### config.mk
export PLATFORM = sky130hd
export DESIGN_NAME = ssc_core
export DESIGN_NICKNAME = d
export VERILOG_FILES = /design/src/rtl/ssc_pkg.sv /design/src/rtl/ssc_core.sv
export SDC_FILE = /design/constraint.sdc
export NUM_CORES = 2
export LEC_CHECK = 0
export ABC_CLOCK_PERIOD_IN_PS = 10000
export BUFFER_PORTS_ARGS = -buffer_cell sky130_fd_sc_hd__buf_2
export CAP_MARGIN = 20
export CORE_MARGIN = 5
export CORE_UTILIZATION = 32
export CTS_CLUSTER_DIAMETER = 80
export CTS_CLUSTER_SIZE = 10
export DETAILED_ROUTE_END_ITERATION = 12
export GPL_TIMING_DRIVEN = 0
export PLACE_DENSITY = 0.48
export SKIP_CTS_REPAIR_TIMING = 1
export SLEW_MARGIN = 10
export SYNTH_ARGS = -nofsm -noshare
export SYNTH_HDL_FRONTEND = slang
export SYNTH_SLANG_ARGS = --single-unit
export TNS_END_PERCENT = 100
### constraint.sdc
create_clock -name clk -period 10 [get_ports clk]
set_input_delay 0.5 -clock clk [delete_from_list [all_inputs] [get_ports clk]]
set_output_delay 0.5 -clock clk [all_outputs]
set_load 0.01 [all_outputs]
### src/rtl/ssc_pkg.sv
// Constants, types and helpers shared by the skip/branch/system-control execution unit
// Notes on behaviour
// - Bit clear/force touches only bit n, flags kept
// - Equal compare: flags of subtract, skip if equal
// - Not-equal compare: flags updated, accumulator kept, skip if not equal
// - IO bit test skips on low/high, no flags
// - Memory bit test skips on low/high, no flags
// - Increment, write back, flags, skip on zero
// - Decrement, write back, flags, skip on zero
// - Call pushes pc+1, jumps anywhere, sp += 2
// - Jump loads any program address, flags kept
// - Return-with-value loads accumulator, then returns
// - Return: sp -= 2, pc from stack
// - Interrupt return re-enables global interrupts after
// - Computed jump: pc becomes pc plus accumulator
// - Global-on lets interrupt requests reach CPU
// - Global-off blocks all interrupt requests
// - System halt stops all clocks
// - CPU halt gates CPU clock, oscillators run
// - Software reset behaves like hardware reset
// - Watchdog clear restarts count, flags kept
// - Branches, calls, returns, indexed move take two cycles
// - Conditional skips take two cycles when taken
// - Bit-addressed memory limited to 0x00..0x3F
package ssc_pkg;
	localparam int PC_W       = 11;
	localparam int DATA_W     = 8;
	localparam int DMEM_DEPTH = 128;
	localparam int DADDR_W    = 7;
	localparam int BIT_ADDR_W = 6;
	localparam int IO_NUM     = 32;
	localparam int IO_AW      = 5;
	localparam int BITN_W     = 3;
	localparam int SP_W       = 8;
	localparam logic [PC_W-1:0]   PC_RST    = 11'h000;
	localparam logic [PC_W-1:0]   PC_ONE    = 11'h001;
	localparam logic [SP_W-1:0]   SP_RST    = 8'h00;
	localparam logic [SP_W-1:0]   SP_STEP   = 8'h02;
	localparam logic [SP_W-1:0]   SP_ONE    = 8'h01;
	localparam logic [DATA_W-1:0] BYTE_ZERO = 8'h00;
	localparam logic [DATA_W-1:0] BYTE_ONE  = 8'h01;
	localparam logic [DATA_W-1:0] BYTE_FULL = 8'hFF;
	localparam int RET_HI_W = PC_W - DATA_W;

	typedef enum logic [4:0] {
		op_nop, op_bit_clear_op, op_bit_force_high_op, op_cmp_eq, op_cmp_ne,
		op_test_low_skip_io, op_test_high_skip_io, op_test_low_skip_m, op_test_high_skip_m,
		op_inc_skip_zero, op_dec_skip_zero, op_call, op_jump, op_ret_value, op_ret,
		op_ret_int, op_pc_add, op_gie_on, op_gie_off, op_sys_stop, op_cpu_stop,
		op_soft_reset, op_wdt_clear, op_index_move, op_other
	} ssc_op_t;

	// One decoded instruction as handed over by the fetch stage
	typedef struct packed {
		ssc_op_t              op;
		logic                 use_mem;  // Memory operand instead of immediate/accumulator
		logic [DATA_W-1:0]    imm;
		logic [DADDR_W-1:0]   maddr;
		logic [BITN_W-1:0]    bitn;
		logic [IO_AW-1:0]     ioaddr;
		logic [PC_W-1:0]      target;
	} ssc_instr_t;

	typedef struct packed {
		logic z;
		logic c;
		logic auxiliary_carry_flag;
		logic overflow_flag;
	} ssc_flags_t;

	typedef struct packed {
		logic [DATA_W-1:0] res;
		ssc_flags_t        fl;
	} ssc_alu_t;

	typedef enum logic [1:0] {pend_none, pend_call_hi, pend_ret_int} ssc_pend_t;

	// Add or subtract with borrow-style carries, as the core's ALU flags them
	function automatic ssc_alu_t ssc_arith(input logic [DATA_W-1:0] a,
		input logic [DATA_W-1:0] b, input logic sub);
		ssc_alu_t          r;
		logic [DATA_W:0]   full;
		logic [4:0]        nib;
		logic [DATA_W-1:0] bb;
		bb   = sub ? ~b : b;
		full = {1'b0, a} + {1'b0, bb} + {8'h00, sub};
		nib  = {1'b0, a[3:0]} + {1'b0, bb[3:0]} + {4'h0, sub};
		r.res = full[DATA_W-1:0];
		r.fl.z = (full[DATA_W-1:0] == BYTE_ZERO);
		r.fl.c = sub ? ~full[DATA_W] : full[DATA_W];
		r.fl.auxiliary_carry_flag = sub ? ~nib[4] : nib[4];
		r.fl.overflow_flag = (a[DATA_W-1] == bb[DATA_W-1]) && (full[DATA_W-1] != a[DATA_W-1]);
		return r;
	endfunction

	function automatic logic [DATA_W-1:0] ssc_bit_mask(input logic [BITN_W-1:0] n);
		return BYTE_ONE << n;
	endfunction
endpackage

### src/rtl/ssc_core.sv
// Execution unit for skip, bit, branch, call/return and system-control instructions
`timescale 1ns/1ps
module ssc_core
	import ssc_pkg::*;
(
	input  wire logic                               clk,
	input  wire logic                               rst,
	input  wire ssc_pkg::ssc_instr_t                instr,
	input  wire logic [ssc_pkg::IO_NUM-1:0][7:0]    io_regs,
	input  wire logic                               wake_pin,
	output logic [ssc_pkg::PC_W-1:0]                pc_r,
	output logic [ssc_pkg::DATA_W-1:0]              acc_r,
	output ssc_pkg::ssc_flags_t                     flags_r,
	output logic [ssc_pkg::SP_W-1:0]                sp_r,
	output logic                                    gie_r,
	output logic                                    sys_halt_r,
	output logic                                    cpu_halt_r,
	output logic                                    osc_run_r,
	output logic                                    chip_reset_req_r,
	output logic                                    wdt_clear_r
);
	import ssc_pkg::*;

	typedef enum logic [2:0] {st_exec, st_second, st_sys_halt, st_cpu_halt, st_reset_wait}
		ssc_state_t;

	logic [DATA_W-1:0]   dmem [DMEM_DEPTH];
	ssc_state_t          state_r, state_nxt;
	ssc_pend_t           pend_r, pend_nxt;
	logic [RET_HI_W-1:0] ret_hi_r, ret_hi_nxt;
	logic [PC_W-1:0]     pc_nxt;
	logic [DATA_W-1:0]   acc_nxt;
	ssc_flags_t          flags_nxt;
	logic [SP_W-1:0]     sp_nxt;
	logic                gie_nxt;
	logic                mem_we;
	logic [DADDR_W-1:0]  mem_wa;
	logic [DATA_W-1:0]   mem_wd;
	logic                wake_m_r, wake_s_r;
	logic                skip_r;

	// Operand selection and condition decoding
	wire                in_exec   = (state_r == st_exec);
	wire [DADDR_W-1:0]  bit_addr  = {1'b0, instr.maddr[BIT_ADDR_W-1:0]};
	wire [DATA_W-1:0]   mem_byte  = dmem[instr.maddr];
	wire [DATA_W-1:0]   bit_byte  = dmem[bit_addr];
	wire [DATA_W-1:0]   io_byte   = io_regs[instr.ioaddr];
	wire                io_bit    = io_byte[instr.bitn];
	wire                m_bit     = bit_byte[instr.bitn];
	wire [DATA_W-1:0]   operand   = instr.use_mem ? mem_byte : instr.imm;
	wire [DATA_W-1:0]   step_src  = instr.use_mem ? mem_byte : acc_r;
	wire ssc_alu_t      cmp_res   = ssc_arith(acc_r, operand, 1'b1);
	wire ssc_alu_t      inc_res   = ssc_arith(step_src, BYTE_ONE, 1'b0);
	wire ssc_alu_t      dec_res   = ssc_arith(step_src, BYTE_ONE, 1'b1);
	wire [PC_W-1:0]     pc_inc    = pc_r + PC_ONE;
	wire [SP_W-1:0]     sp_back   = sp_r - SP_STEP;
	wire [SP_W-1:0]     sp_back_h = sp_r - SP_ONE;
	wire [SP_W-1:0]     sp_up_h   = sp_r + SP_ONE;
	wire [DATA_W-1:0]   ret_hi_b  = dmem[sp_back_h[DADDR_W-1:0]];
	wire [PC_W-1:0]     ret_addr  = {ret_hi_b[RET_HI_W-1:0], dmem[sp_back[DADDR_W-1:0]]};
	wire [PC_W-1:0]     pc_plus_a = pc_r + {{RET_HI_W{1'b0}}, acc_r};

	// Only a taken skip steps pc again in its dropped slot; branch bubbles keep the target
	wire                is_skip_op = instr.op inside {op_cmp_eq, op_cmp_ne, op_test_low_skip_io,
		op_test_high_skip_io, op_test_low_skip_m, op_test_high_skip_m, op_inc_skip_zero,
		op_dec_skip_zero};
	wire                skip_nxt   = in_exec && (state_nxt == st_second) && is_skip_op;

	// Next-state decode; any taken skip or two-cycle op passes through st_second
	always_comb begin
		state_nxt  = state_r;
		pend_nxt   = pend_none;
		ret_hi_nxt = ret_hi_r;
		pc_nxt     = pc_r;
		acc_nxt    = acc_r;
		flags_nxt  = flags_r;
		sp_nxt     = sp_r;
		gie_nxt    = gie_r;
		mem_we     = 1'b0;
		mem_wa     = instr.maddr;
		mem_wd     = BYTE_ZERO;
		unique case (state_r)
			st_exec: begin
				pc_nxt = pc_inc;
				unique case (instr.op)
					op_bit_clear_op: begin
						mem_we = 1'b1;
						mem_wa = bit_addr;
						mem_wd = bit_byte & ~ssc_bit_mask(instr.bitn);
					end
					op_bit_force_high_op: begin
						mem_we = 1'b1;
						mem_wa = bit_addr;
						mem_wd = bit_byte | ssc_bit_mask(instr.bitn);
					end
					op_cmp_eq: begin
						flags_nxt = cmp_res.fl;
						if (cmp_res.res == BYTE_ZERO) state_nxt = st_second;
					end
					op_cmp_ne: begin
						flags_nxt = cmp_res.fl;
						if (cmp_res.res != BYTE_ZERO) state_nxt = st_second;
					end
					op_test_low_skip_io:  if (!io_bit) state_nxt = st_second;
					op_test_high_skip_io: if (io_bit) state_nxt = st_second;
					op_test_low_skip_m:   if (!m_bit) state_nxt = st_second;
					op_test_high_skip_m:  if (m_bit) state_nxt = st_second;
					op_inc_skip_zero: begin
						flags_nxt = inc_res.fl;
						if (instr.use_mem) begin
							mem_we = 1'b1;
							mem_wd = inc_res.res;
						end else begin
							acc_nxt = inc_res.res;
						end
						if (inc_res.fl.z) state_nxt = st_second;
					end
					op_dec_skip_zero: begin
						flags_nxt = dec_res.fl;
						if (instr.use_mem) begin
							mem_we = 1'b1;
							mem_wd = dec_res.res;
						end else begin
							acc_nxt = dec_res.res;
						end
						if (dec_res.fl.z) state_nxt = st_second;
					end
					op_call: begin
						// Low byte now, high byte next cycle: the RAM has one write port
						mem_we     = 1'b1;
						mem_wa     = sp_r[DADDR_W-1:0];
						mem_wd     = pc_inc[DATA_W-1:0];
						ret_hi_nxt = pc_inc[PC_W-1:DATA_W];
						pc_nxt     = instr.target;
						pend_nxt   = pend_call_hi;
						state_nxt  = st_second;
					end
					op_jump: begin
						pc_nxt    = instr.target;
						state_nxt = st_second;
					end
					op_ret_value, op_ret, op_ret_int: begin
						if (instr.op == op_ret_value) acc_nxt = instr.imm;
						sp_nxt    = sp_back;
						pc_nxt    = ret_addr;
						if (instr.op == op_ret_int) pend_nxt = pend_ret_int;
						state_nxt = st_second;
					end
					op_pc_add: begin
						pc_nxt    = pc_plus_a;
						state_nxt = st_second;
					end
					op_gie_on:     gie_nxt = 1'b1;
					op_gie_off:    gie_nxt = 1'b0;
					op_sys_stop:   state_nxt = st_sys_halt;
					op_cpu_stop:   state_nxt = st_cpu_halt;
					op_soft_reset: state_nxt = st_reset_wait;
					op_index_move: state_nxt = st_second;
					default: ;
				endcase
			end
			st_second: begin
				// Fetched word here is always dropped; this slot finishes a call or an interrupt return, or steps pc after a taken skip
				state_nxt = st_exec;
				if (pend_r == pend_call_hi) begin
					mem_we = 1'b1;
					mem_wa = sp_up_h[DADDR_W-1:0];
					mem_wd = {{(DATA_W-RET_HI_W){1'b0}}, ret_hi_r};
					sp_nxt = sp_r + SP_STEP;
				end
				if (pend_r == pend_ret_int) gie_nxt = 1'b1;
				if (pend_r == pend_none && skip_r) pc_nxt = pc_inc;
			end
			st_sys_halt, st_cpu_halt: if (wake_s_r) state_nxt = st_exec;
			st_reset_wait: ; // Held until the chip reset lands
			default: state_nxt = st_exec;
		endcase
	end

	// Wake pin is asynchronous; only the second stage is read
	always_ff @(posedge clk or posedge rst) begin
		if (rst) begin
			wake_m_r <= 1'b0;
			wake_s_r <= 1'b0;
		end else begin
			wake_m_r <= wake_pin;
			wake_s_r <= wake_m_r;
		end
	end

	// Data RAM holds the stack and bit-addressable bytes; no reset on contents
	always_ff @(posedge clk) begin
		if (mem_we) dmem[mem_wa] <= mem_wd;
	end

	// Core state
	always_ff @(posedge clk or posedge rst) begin
		if (rst) begin
			state_r  <= st_exec;
			pend_r   <= pend_none;
			ret_hi_r <= '0;
			pc_r     <= PC_RST;
			acc_r    <= BYTE_ZERO;
			flags_r  <= '0;
			sp_r     <= SP_RST;
			gie_r    <= 1'b0;
			skip_r   <= 1'b0;
		end else begin
			state_r  <= state_nxt;
			pend_r   <= pend_nxt;
			ret_hi_r <= ret_hi_nxt;
			pc_r     <= pc_nxt;
			acc_r    <= acc_nxt;
			flags_r  <= flags_nxt;
			sp_r     <= sp_nxt;
			gie_r    <= gie_nxt;
			skip_r   <= skip_nxt;
		end
	end

	// Clock and reset controls to the system; reset request asks for a full chip reset
	always_ff @(posedge clk or posedge rst) begin
		if (rst) begin
			sys_halt_r       <= 1'b0;
			cpu_halt_r       <= 1'b0;
			osc_run_r        <= 1'b1;
			chip_reset_req_r <= 1'b0;
			wdt_clear_r      <= 1'b0;
		end else begin
			sys_halt_r       <= (state_nxt == st_sys_halt);
			cpu_halt_r       <= (state_nxt == st_cpu_halt) || (state_nxt == st_sys_halt);
			osc_run_r        <= (state_nxt != st_sys_halt);
			chip_reset_req_r <= (state_nxt == st_reset_wait);
			wdt_clear_r      <= in_exec && (instr.op == op_wdt_clear);
		end
	end

	bit_clear_write_a: assert property (
		@(posedge clk) disable iff (rst)
		(in_exec && instr.op == op_bit_clear_op) |->
			mem_we && mem_wa == bit_addr && !mem_wd[instr.bitn] ##1 $stable(flags_r))
		else $error("bit clear wrote wrong bit or changed flags");

	eq_skip_taken_a: assert property (
		@(posedge clk) disable iff (rst)
		(in_exec && instr.op == op_cmp_eq && acc_r == operand) |=>
			state_r == st_second && $stable(acc_r) && flags_r.z)
		else $error("equal compare did not skip");

	ne_keeps_acc_a: assert property (
		@(posedge clk) disable iff (rst)
		(in_exec && instr.op == op_cmp_ne) |=> $stable(acc_r) && (flags_r.z || state_r == st_second))
		else $error("not-equal compare lost accumulator or skip");

	io_low_skip_a: assert property (
		@(posedge clk) disable iff (rst)
		(in_exec && instr.op == op_test_low_skip_io && !io_bit) |=>
			state_r == st_second && $stable(flags_r))
		else $error("io low test did not skip");

	mem_high_skip_a: assert property (
		@(posedge clk) disable iff (rst)
		(in_exec && instr.op == op_test_high_skip_m && !m_bit) |=> state_r == st_exec)
		else $error("memory high test skipped on low bit");

	inc_wrap_skip_a: assert property (
		@(posedge clk) disable iff (rst)
		(in_exec && instr.op == op_inc_skip_zero && !instr.use_mem && acc_r == BYTE_FULL) |=>
			acc_r == BYTE_ZERO && state_r == st_second ##1 state_r == st_exec)
		else $error("increment wrap did not skip once");

	call_sp_step_a: assert property (
		@(posedge clk) disable iff (rst)
		(in_exec && instr.op == op_call) |=> ##1 sp_r == $past(sp_r, 2) + SP_STEP)
		else $error("call did not advance stack pointer by two");

	ret_sp_step_a: assert property (
		@(posedge clk) disable iff (rst)
		(in_exec && instr.op == op_ret) |=> sp_r == $past(sp_r) - SP_STEP && $stable(flags_r))
		else $error("return did not drop stack pointer by two");

	reti_gie_set_a: assert property (
		@(posedge clk) disable iff (rst)
		(in_exec && instr.op == op_ret_int) |=> ##1 gie_r)
		else $error("interrupt return left global enable off");

	skip_no_effect_a: assert property (
		@(posedge clk) disable iff (rst)
		(state_r == st_second && pend_r == pend_none) |->
			!mem_we ##1 $stable(acc_r) && $stable(flags_r) && $stable(sp_r))
		else $error("discarded instruction had a side effect");

	jump_target_hold_a: assert property (
		@(posedge clk) disable iff (rst)
		(in_exec && instr.op == op_jump) |=>
			pc_r == $past(instr.target) ##1 $stable(pc_r) && $stable(flags_r))
		else $error("jump did not land on its target");

	pc_add_sum_a: assert property (
		@(posedge clk) disable iff (rst)
		(in_exec && instr.op == op_pc_add) |=>
			pc_r == $past(pc_r) + PC_W'($past(acc_r)) ##1 $stable(pc_r))
		else $error("computed jump landed off pc plus accumulator");

	idx_move_two_a: assert property (
		@(posedge clk) disable iff (rst)
		(in_exec && instr.op == op_index_move) |=>
			state_r == st_second ##1 state_r == st_exec && pc_r == $past(pc_r, 2) + PC_ONE)
		else $error("index move did not take two cycles");

	wdt_pulse_a: assert property (
		@(posedge clk) disable iff (rst)
		(in_exec && instr.op == op_wdt_clear) |=> wdt_clear_r && $stable(flags_r))
		else $error("watchdog clear missed its pulse or changed flags");
endmodule

## Word-level counts from Yosys, hierarchy flattened

Memory sizes are Yosys's and may differ from the RTL's.
Cells that the tools add are included.

| word-level totals | value |
|---|---|
| ROM bits | 0 |
| register bits | 48 |
| memories | 1 |
| word-level logic and storage cells | 176 |
| input bits | 299 |
| bits in latches | 0 |
| memory bits (writable) | 1024 |

| cells by class | value |
|---|---|
| $lt $le $gt $ge | 2 |
| shifts and indexed selects | 1 |
| mux-type cells | 50 |
| bitwise operators | 9 |
| add/sub/neg operators | 16 |
| div/mod/pow operators | 0 |
| reductions and logical operators | 32 |
| multipliers | 0 |
| equal/unequal tests | 46 |

Memories:

| name | words | width | rd ports | clocked after Yosys merged registers in | write ports | line | source |
|---|---|---|---|---|---|---|---|
| dmem | 128 | 8 | 4 | 0 | 1 | ssc_core.sv:27 | `logic [DATA_W-1:0] dmem [DMEM_DEPTH];` |

Operators with widths:

| operator | number |
|---|---|
| 8-bit two-way mux | 10 |
| 8-bit binary-select mux with 5-bit select | 1 |
| 5-bit by 4-bit == test with 1-bit output (second input constant) | 8 |
| 5-bit == test (second input constant) | 8 |
| 8-bit one-hot mux with 5 select lines | 1 |
| 3-bit one-hot mux with 12 select lines | 1 |
| 11-bit one-hot mux with 3 select lines | 1 |
| 8-bit one-hot mux with 2 select lines | 2 |
| 3-bit two-way mux | 10 |
| 7-bit one-hot mux with 2 select lines | 2 |
| 8-bit zero test | 3 |
| 8-bit one-hot mux with 3 select lines | 1 |
| 11-bit one-hot mux with 2 select lines | 1 |
| 5-bit by 3-bit == test with 1-bit output (second input constant) | 4 |
| 9-bit by 1-bit adder with 9-bit output (second input constant) | 2 |
| 8-bit NOT | 2 |
| 8-bit nonzero test | 2 |
| 3-bit by 2-bit == test with 1-bit output (second input constant) | 4 |
| 2-bit != test (second input constant) | 6 |
| 4-bit one-hot mux with 3 select lines | 1 |
| 11-bit by 1-bit adder with 11-bit output (second input constant) | 1 |
| 11-bit by 8-bit adder with 11-bit output | 1 |
| 11-bit two-way mux | 1 |
| 5-bit by 1-bit adder with 5-bit output (second input constant) | 2 |
| other kinds (46) | 81 |

## Depth between registers and ports, before layout

An unclocked memory read counts as a cell.

| depth | value |
|---|---|
| depth in word-level cells | 12 |
| depth in mapped cells | 25 |

## Least setup slack after synthesis

Ideal clock, no wire load.

| path | value |
|---|---|
| path type | input -> register |
| start | input port instr[19] in the netlist's numbering |
| end | memory dmem[0][0] (data pin) |
| setup slack | 1.498 ns |
| arrival time | 7.305 ns |
| data required time | 8.803 ns |
| stages | 14 |
| buffers on the path | 5 |
| cell sequence | buf_6 > buf_12 > buf_12 > buf_6 > buf_6 > mux2i_1 > a22oi_1 > a21oi_1 > nor4_2 > mux2i_1 > o21a_1 > o22ai_1 > a31oi_1 > o21ai_0 |

| between the ends | value |
|---|---|
| longest elaborated chain between the ends | 7 |
| elaborated cells on any way between the ends | 11 |

Ends and longest elaborated chain:

| item | line | source |
|---|---|---|
| start: declaration | ssc_core.sv:8 | `input wire ssc_pkg::ssc_instr_t instr,` |
| memory read 128 x 8 bit (*) | - |  |
| 8-bit two-way mux | ssc_core.sv:51 | `wire [DATA_W-1:0] step_src = instr.use_mem ? mem_byte : acc_r;` |
| 8-bit by 8-bit adder with 9-bit output | ssc_pkg.sv:86 | `full = {1'b0, a} + {1'b0, bb} + {8'h00, sub};` |
| 9-bit by 1-bit adder with 9-bit output | ssc_pkg.sv:86 |  |
| 8-bit two-way mux | ssc_core.sv:120 | `if (instr.use_mem) begin` |
| 8-bit one-hot mux with 5 select lines (*) | ssc_core.sv:85 | `unique case (instr.op)` |
| 8-bit one-hot mux with 2 select lines (*) | ssc_core.sv:82 | `unique case (state_r)` |
| net mem_wd[0] | ssc_core.sv:38 | `logic [DATA_W-1:0] mem_wd;` |
| end: declaration | ssc_core.sv:27 |  |

The timed path passes the listed nets; every way through them passes the cells marked *.

## Worst setup path after layout

| path | value |
|---|---|
| start | register sp_r[1] in the netlist's numbering |
| end | register pc_r[5] in the netlist's numbering |

| between the ends | value |
|---|---|
| longest elaborated chain between the ends | 4 |

Ends and longest elaborated chain:

| item | line | source |
|---|---|---|
| start: declaration | ssc_core.sv:14 | `output logic [ssc_pkg::SP_W-1:0] sp_r,` |
| start signal: assignment | ssc_core.sv:215 | `sp_r <= sp_nxt;` |
| 8-bit by 2-bit subtractor with 8-bit output | ssc_core.sv:56 | `wire [SP_W-1:0] sp_back = sp_r - SP_STEP;` |
| memory read 128 x 8 bit | - |  |
| 11-bit one-hot mux with 3 select lines | ssc_core.sv:85 |  |
| 11-bit one-hot mux with 2 select lines | ssc_core.sv:82 |  |
| end signal: assignment | ssc_core.sv:212 | `pc_r <= pc_nxt;` |
| end: declaration | ssc_core.sv:11 | `output logic [ssc_pkg::PC_W-1:0] pc_r,` |

Every way passes these cells.
A chain may end at the register's enable or synchronous reset.

==> metrics.yaml <==
critical_path:
  endpoint_kind: "flip-flop"
  crit_fanout: 10
  path_cells: "buf_2, buf_2, buf_2, buf_2, inv_1, ha_1, clkbuf_1, clkbuf_1, buf_6, clkbuf_2, clkbuf_1, mux4_2, mux4_2, mux2i_1, nand2_1, o211ai_1, a32oi_1, o22a_1"
  r2r-start: "sp_r[1]"
  cp.arrival_ns: 9.45
  critPathKind: "flip-flop to flip-flop"
  crit_top_cell: "buf_2"
  start_kind: "flip-flop"
  crit_start: "sp_r[1]"
  cpPeakStageDelay_ns: 0.96
  critPathSlowestCell: "clkbuf_1"
  worstPathRequired_ns: 10.64
global_route:
  grt_pass1_vias: 35200
  grtUsageTotal_pct: 27.4
  grt_pass1_wl_mm: 323
  grt_overflow: 0
  grt_max_degree: 84
  antenna_found_initial: 22
timing:
  worst_pin_slew_ns: 1.28
  fin_crit_sh_pct: 88.2
  hold_ws_ns: 0.0768
  setup_violations: 0
  slew_viol_final: 0
  rsz0062_at_grt: "no"
  max_freq_mhz: 113
  fin_ws_ns: 1.18
  fin_crit_ns: 8.82
  timing.final.hold_violations: 0
  clock_skew_ns: 0.0504
  maxSlewHeadroom_pct: 14.5
routing:
  first_pass_iters: 7
  wirelength_mm: 244
  antenna_left: 0
  wire_per_inst_um: 41.4
  drc: 0
  vias: 36900
  drt-vias-per-instance: 6.26
  drt-initial-drc-count: 5664
pwr:
  cellPowerDensity_nw_per_um2: 232
  total_leakage_power_uw: 0.0220
  ir_drop_uv: 154
die:
  die_x_um: 416
  initial_core_util_pct: 32.1
  dieArea_um2: 173000
  die_h_um: 416
  ioPinCount: 336
  coreArea_um2: 164000
  num_rows: 149
synthesis:
  synth_edf_count: 1024
  ys_ff_latch: 1071
  syn_avg_cell_area_um2: 17.0
  syn_nets: 3430
  synth_ff_type: "edfxtp_1"
  synthesis.area_um2: 52700
  ys_warn_count: 0
  ys_seq_area_share_pct: 60.6
  synthCells: 3104
  async_flop_share_pct: 4.39
  yosysUniqueCellTypes: 86
placed_design:
  gp_congestion: 0.961
  dp_worst_setup_slack_ns: 1.54
  dp.cells: 5710
  io_buffers: 327
  dpl_cell_area_um2: 58700
  dp_hpwl_mm: 178
cells_and_area:
  final_cell_mix: "1024 x edfxtp_1, 466 x mux4_2, 399 x buf_2"
  design_area_um2: 62000
  final_common_cell: "edfxtp_1"
  final_nets: 3978
  area_growth_pct: 17.7
  drive_above_1_share_pct: 33.4
  fillers: 15300
  layout.cells.non_filler: 5886
cts:
  clk_pin_slew_ns: 0.06
  clock_latency_ns: 0.77
  clockBufferDepth: 3
  clock-sinks: 1071
  cts_root_buf: "clkbuf_16"
  cts_tree: "yes"
  cts-buffers-inserted: 120
  h-tree-depth: 3
worst_hold_path:
  hp-class: "input port to flip-flop"
  hp-start: "instr[28]"
flow_run:
  maxCapViolCount: 0
run_status:
  status: "completed"
==> per-stage QoR <==
step	power (uW)	setup TNS [ns]	util, %
after floorplan	7820	0	-
final	14400	0	37.7
after detailed placement	10300	0	35.7
after global routing	14600	0	37.7
after global placement	10200	-5196.48	34.7
after CTS	14200	0	37.7
==> critical path, delay by kind of cell (launching register included) <==
family | cells | cell delay, ns
compound gates | 3 | 0.59
mux | 3 | 1.59
simple gates | 1 | 0.13
flops | 1 | 0.61
buf+inv | 10 | 5.25
fa+ha+maj | 1 | 0.42
==> cell families after synthesis <==
logic type	count (synthesis)	share of synthesized area, %
XOR/XNOR	43	0.714
AND/OR/NAND/NOR	550	5.01
flip-flops	1071	60.6
other	1	0.00711
adder cells (fa/ha/maj)	27	0.655
AO/OA/AOI/OAI	448	5.85
buffers and inverters	252	2.60
multiplexers	712	24.6
==> final timing paths <==
| kind | end | slack [ns] | depth (start not counted) |
|---|---|---|---|
| min in group asynchronous | sys_halt_r | 0.40 | 3 |
| min reg2reg | wake_s_r | 0.36 | 0 |
| max reg2reg | pc_r[5] | 1.18 | 18 |
| min | acc_r[2] | 0.08 | 3 |
| max in group asynchronous | pc_r[3] | 9.05 | 4 |
| max | pc_r[5] | 1.18 | 18 |
==> metal layers <==
layer / routed length (um) / vias to the layer above / part of all wire, % / GRT usage (%)
li1: - / 14000 / - / -
met5: 172 / - / 0.071 / 0.639
met3: 27500 / 512 / 11 / 7.64
met2: 110000 / 2677 / 45 / 42.2
met1: 93000 / 19700 / 38 / 35.9
met4: 13500 / 4 / 5.5 / 12.6
==> state kept, by name, summed over array words and instances (netlist names) <==
register          count
dmem               1024
pc_r                 11
acc_r                 8
sp_r                  7
flags_r               4
ret_hi_r              3
state_r               3
pend_r                2
chip_reset_req_r      1
cpu_halt_r            1
gie_r                 1
osc_run_r             1
skip_r                1
sys_halt_r            1
wake_m_r              1
wake_s_r              1
wdt_clear_r           1
==> synthesized netlist by cell type, drive strengths merged, types with 8 or more instances <==
library cell  number  share of area [%]
nand2b            15               0.18
edfxtp          1024                 58
mux2              16               0.34
xor2              19               0.32
buf              126                1.7
nand2            108               0.77
a211oi            15               0.23
o22a              11               0.18
clkbuf            97               0.70
o22ai             29               0.34
a32oi              8               0.13
nand3             40               0.38
xnor2             24               0.40
nor4              17               0.26
or2                8              0.095
nor2b             25               0.30
nor3              27               0.28
inv               27               0.19
mux2i            230                4.4
nor2             220                1.6
nand4             16               0.19
dfrtp             46                2.2
a31oi             20               0.24
a22oi            115                1.6
o211ai            10               0.14
and2              16               0.19
ha                26               0.62
a21oi             98               0.94
and3              25               0.31
mux4             466                 20
o21ai             54               0.52
a221oi            17               0.28
==> final cells by class <==
cell class	count	area (um2)	share of cell area [%]
Buffer	223	1310	2.10
Sequential cell	1071	31900	51.5
Timing Repair Buffer	426	3090	4.97
Multi-Input combinational cell	1781	19600	31.6
Antenna cell	9	22.5	0.0363
Tap cell	2189	2740	4.41
Inverter	29	109	0.175
Clock inverter	14	135	0.218
Clock buffer	144	3110	5.02
==> power breakdown <==
group          leakage, uW  internal [uW]  switching (uW)
logic              0.00935           1970            3400
clock network      0.00158           2160            1810
registers           0.0111           4930             144
Note: power is estimated with default switching activity, not from simulation.
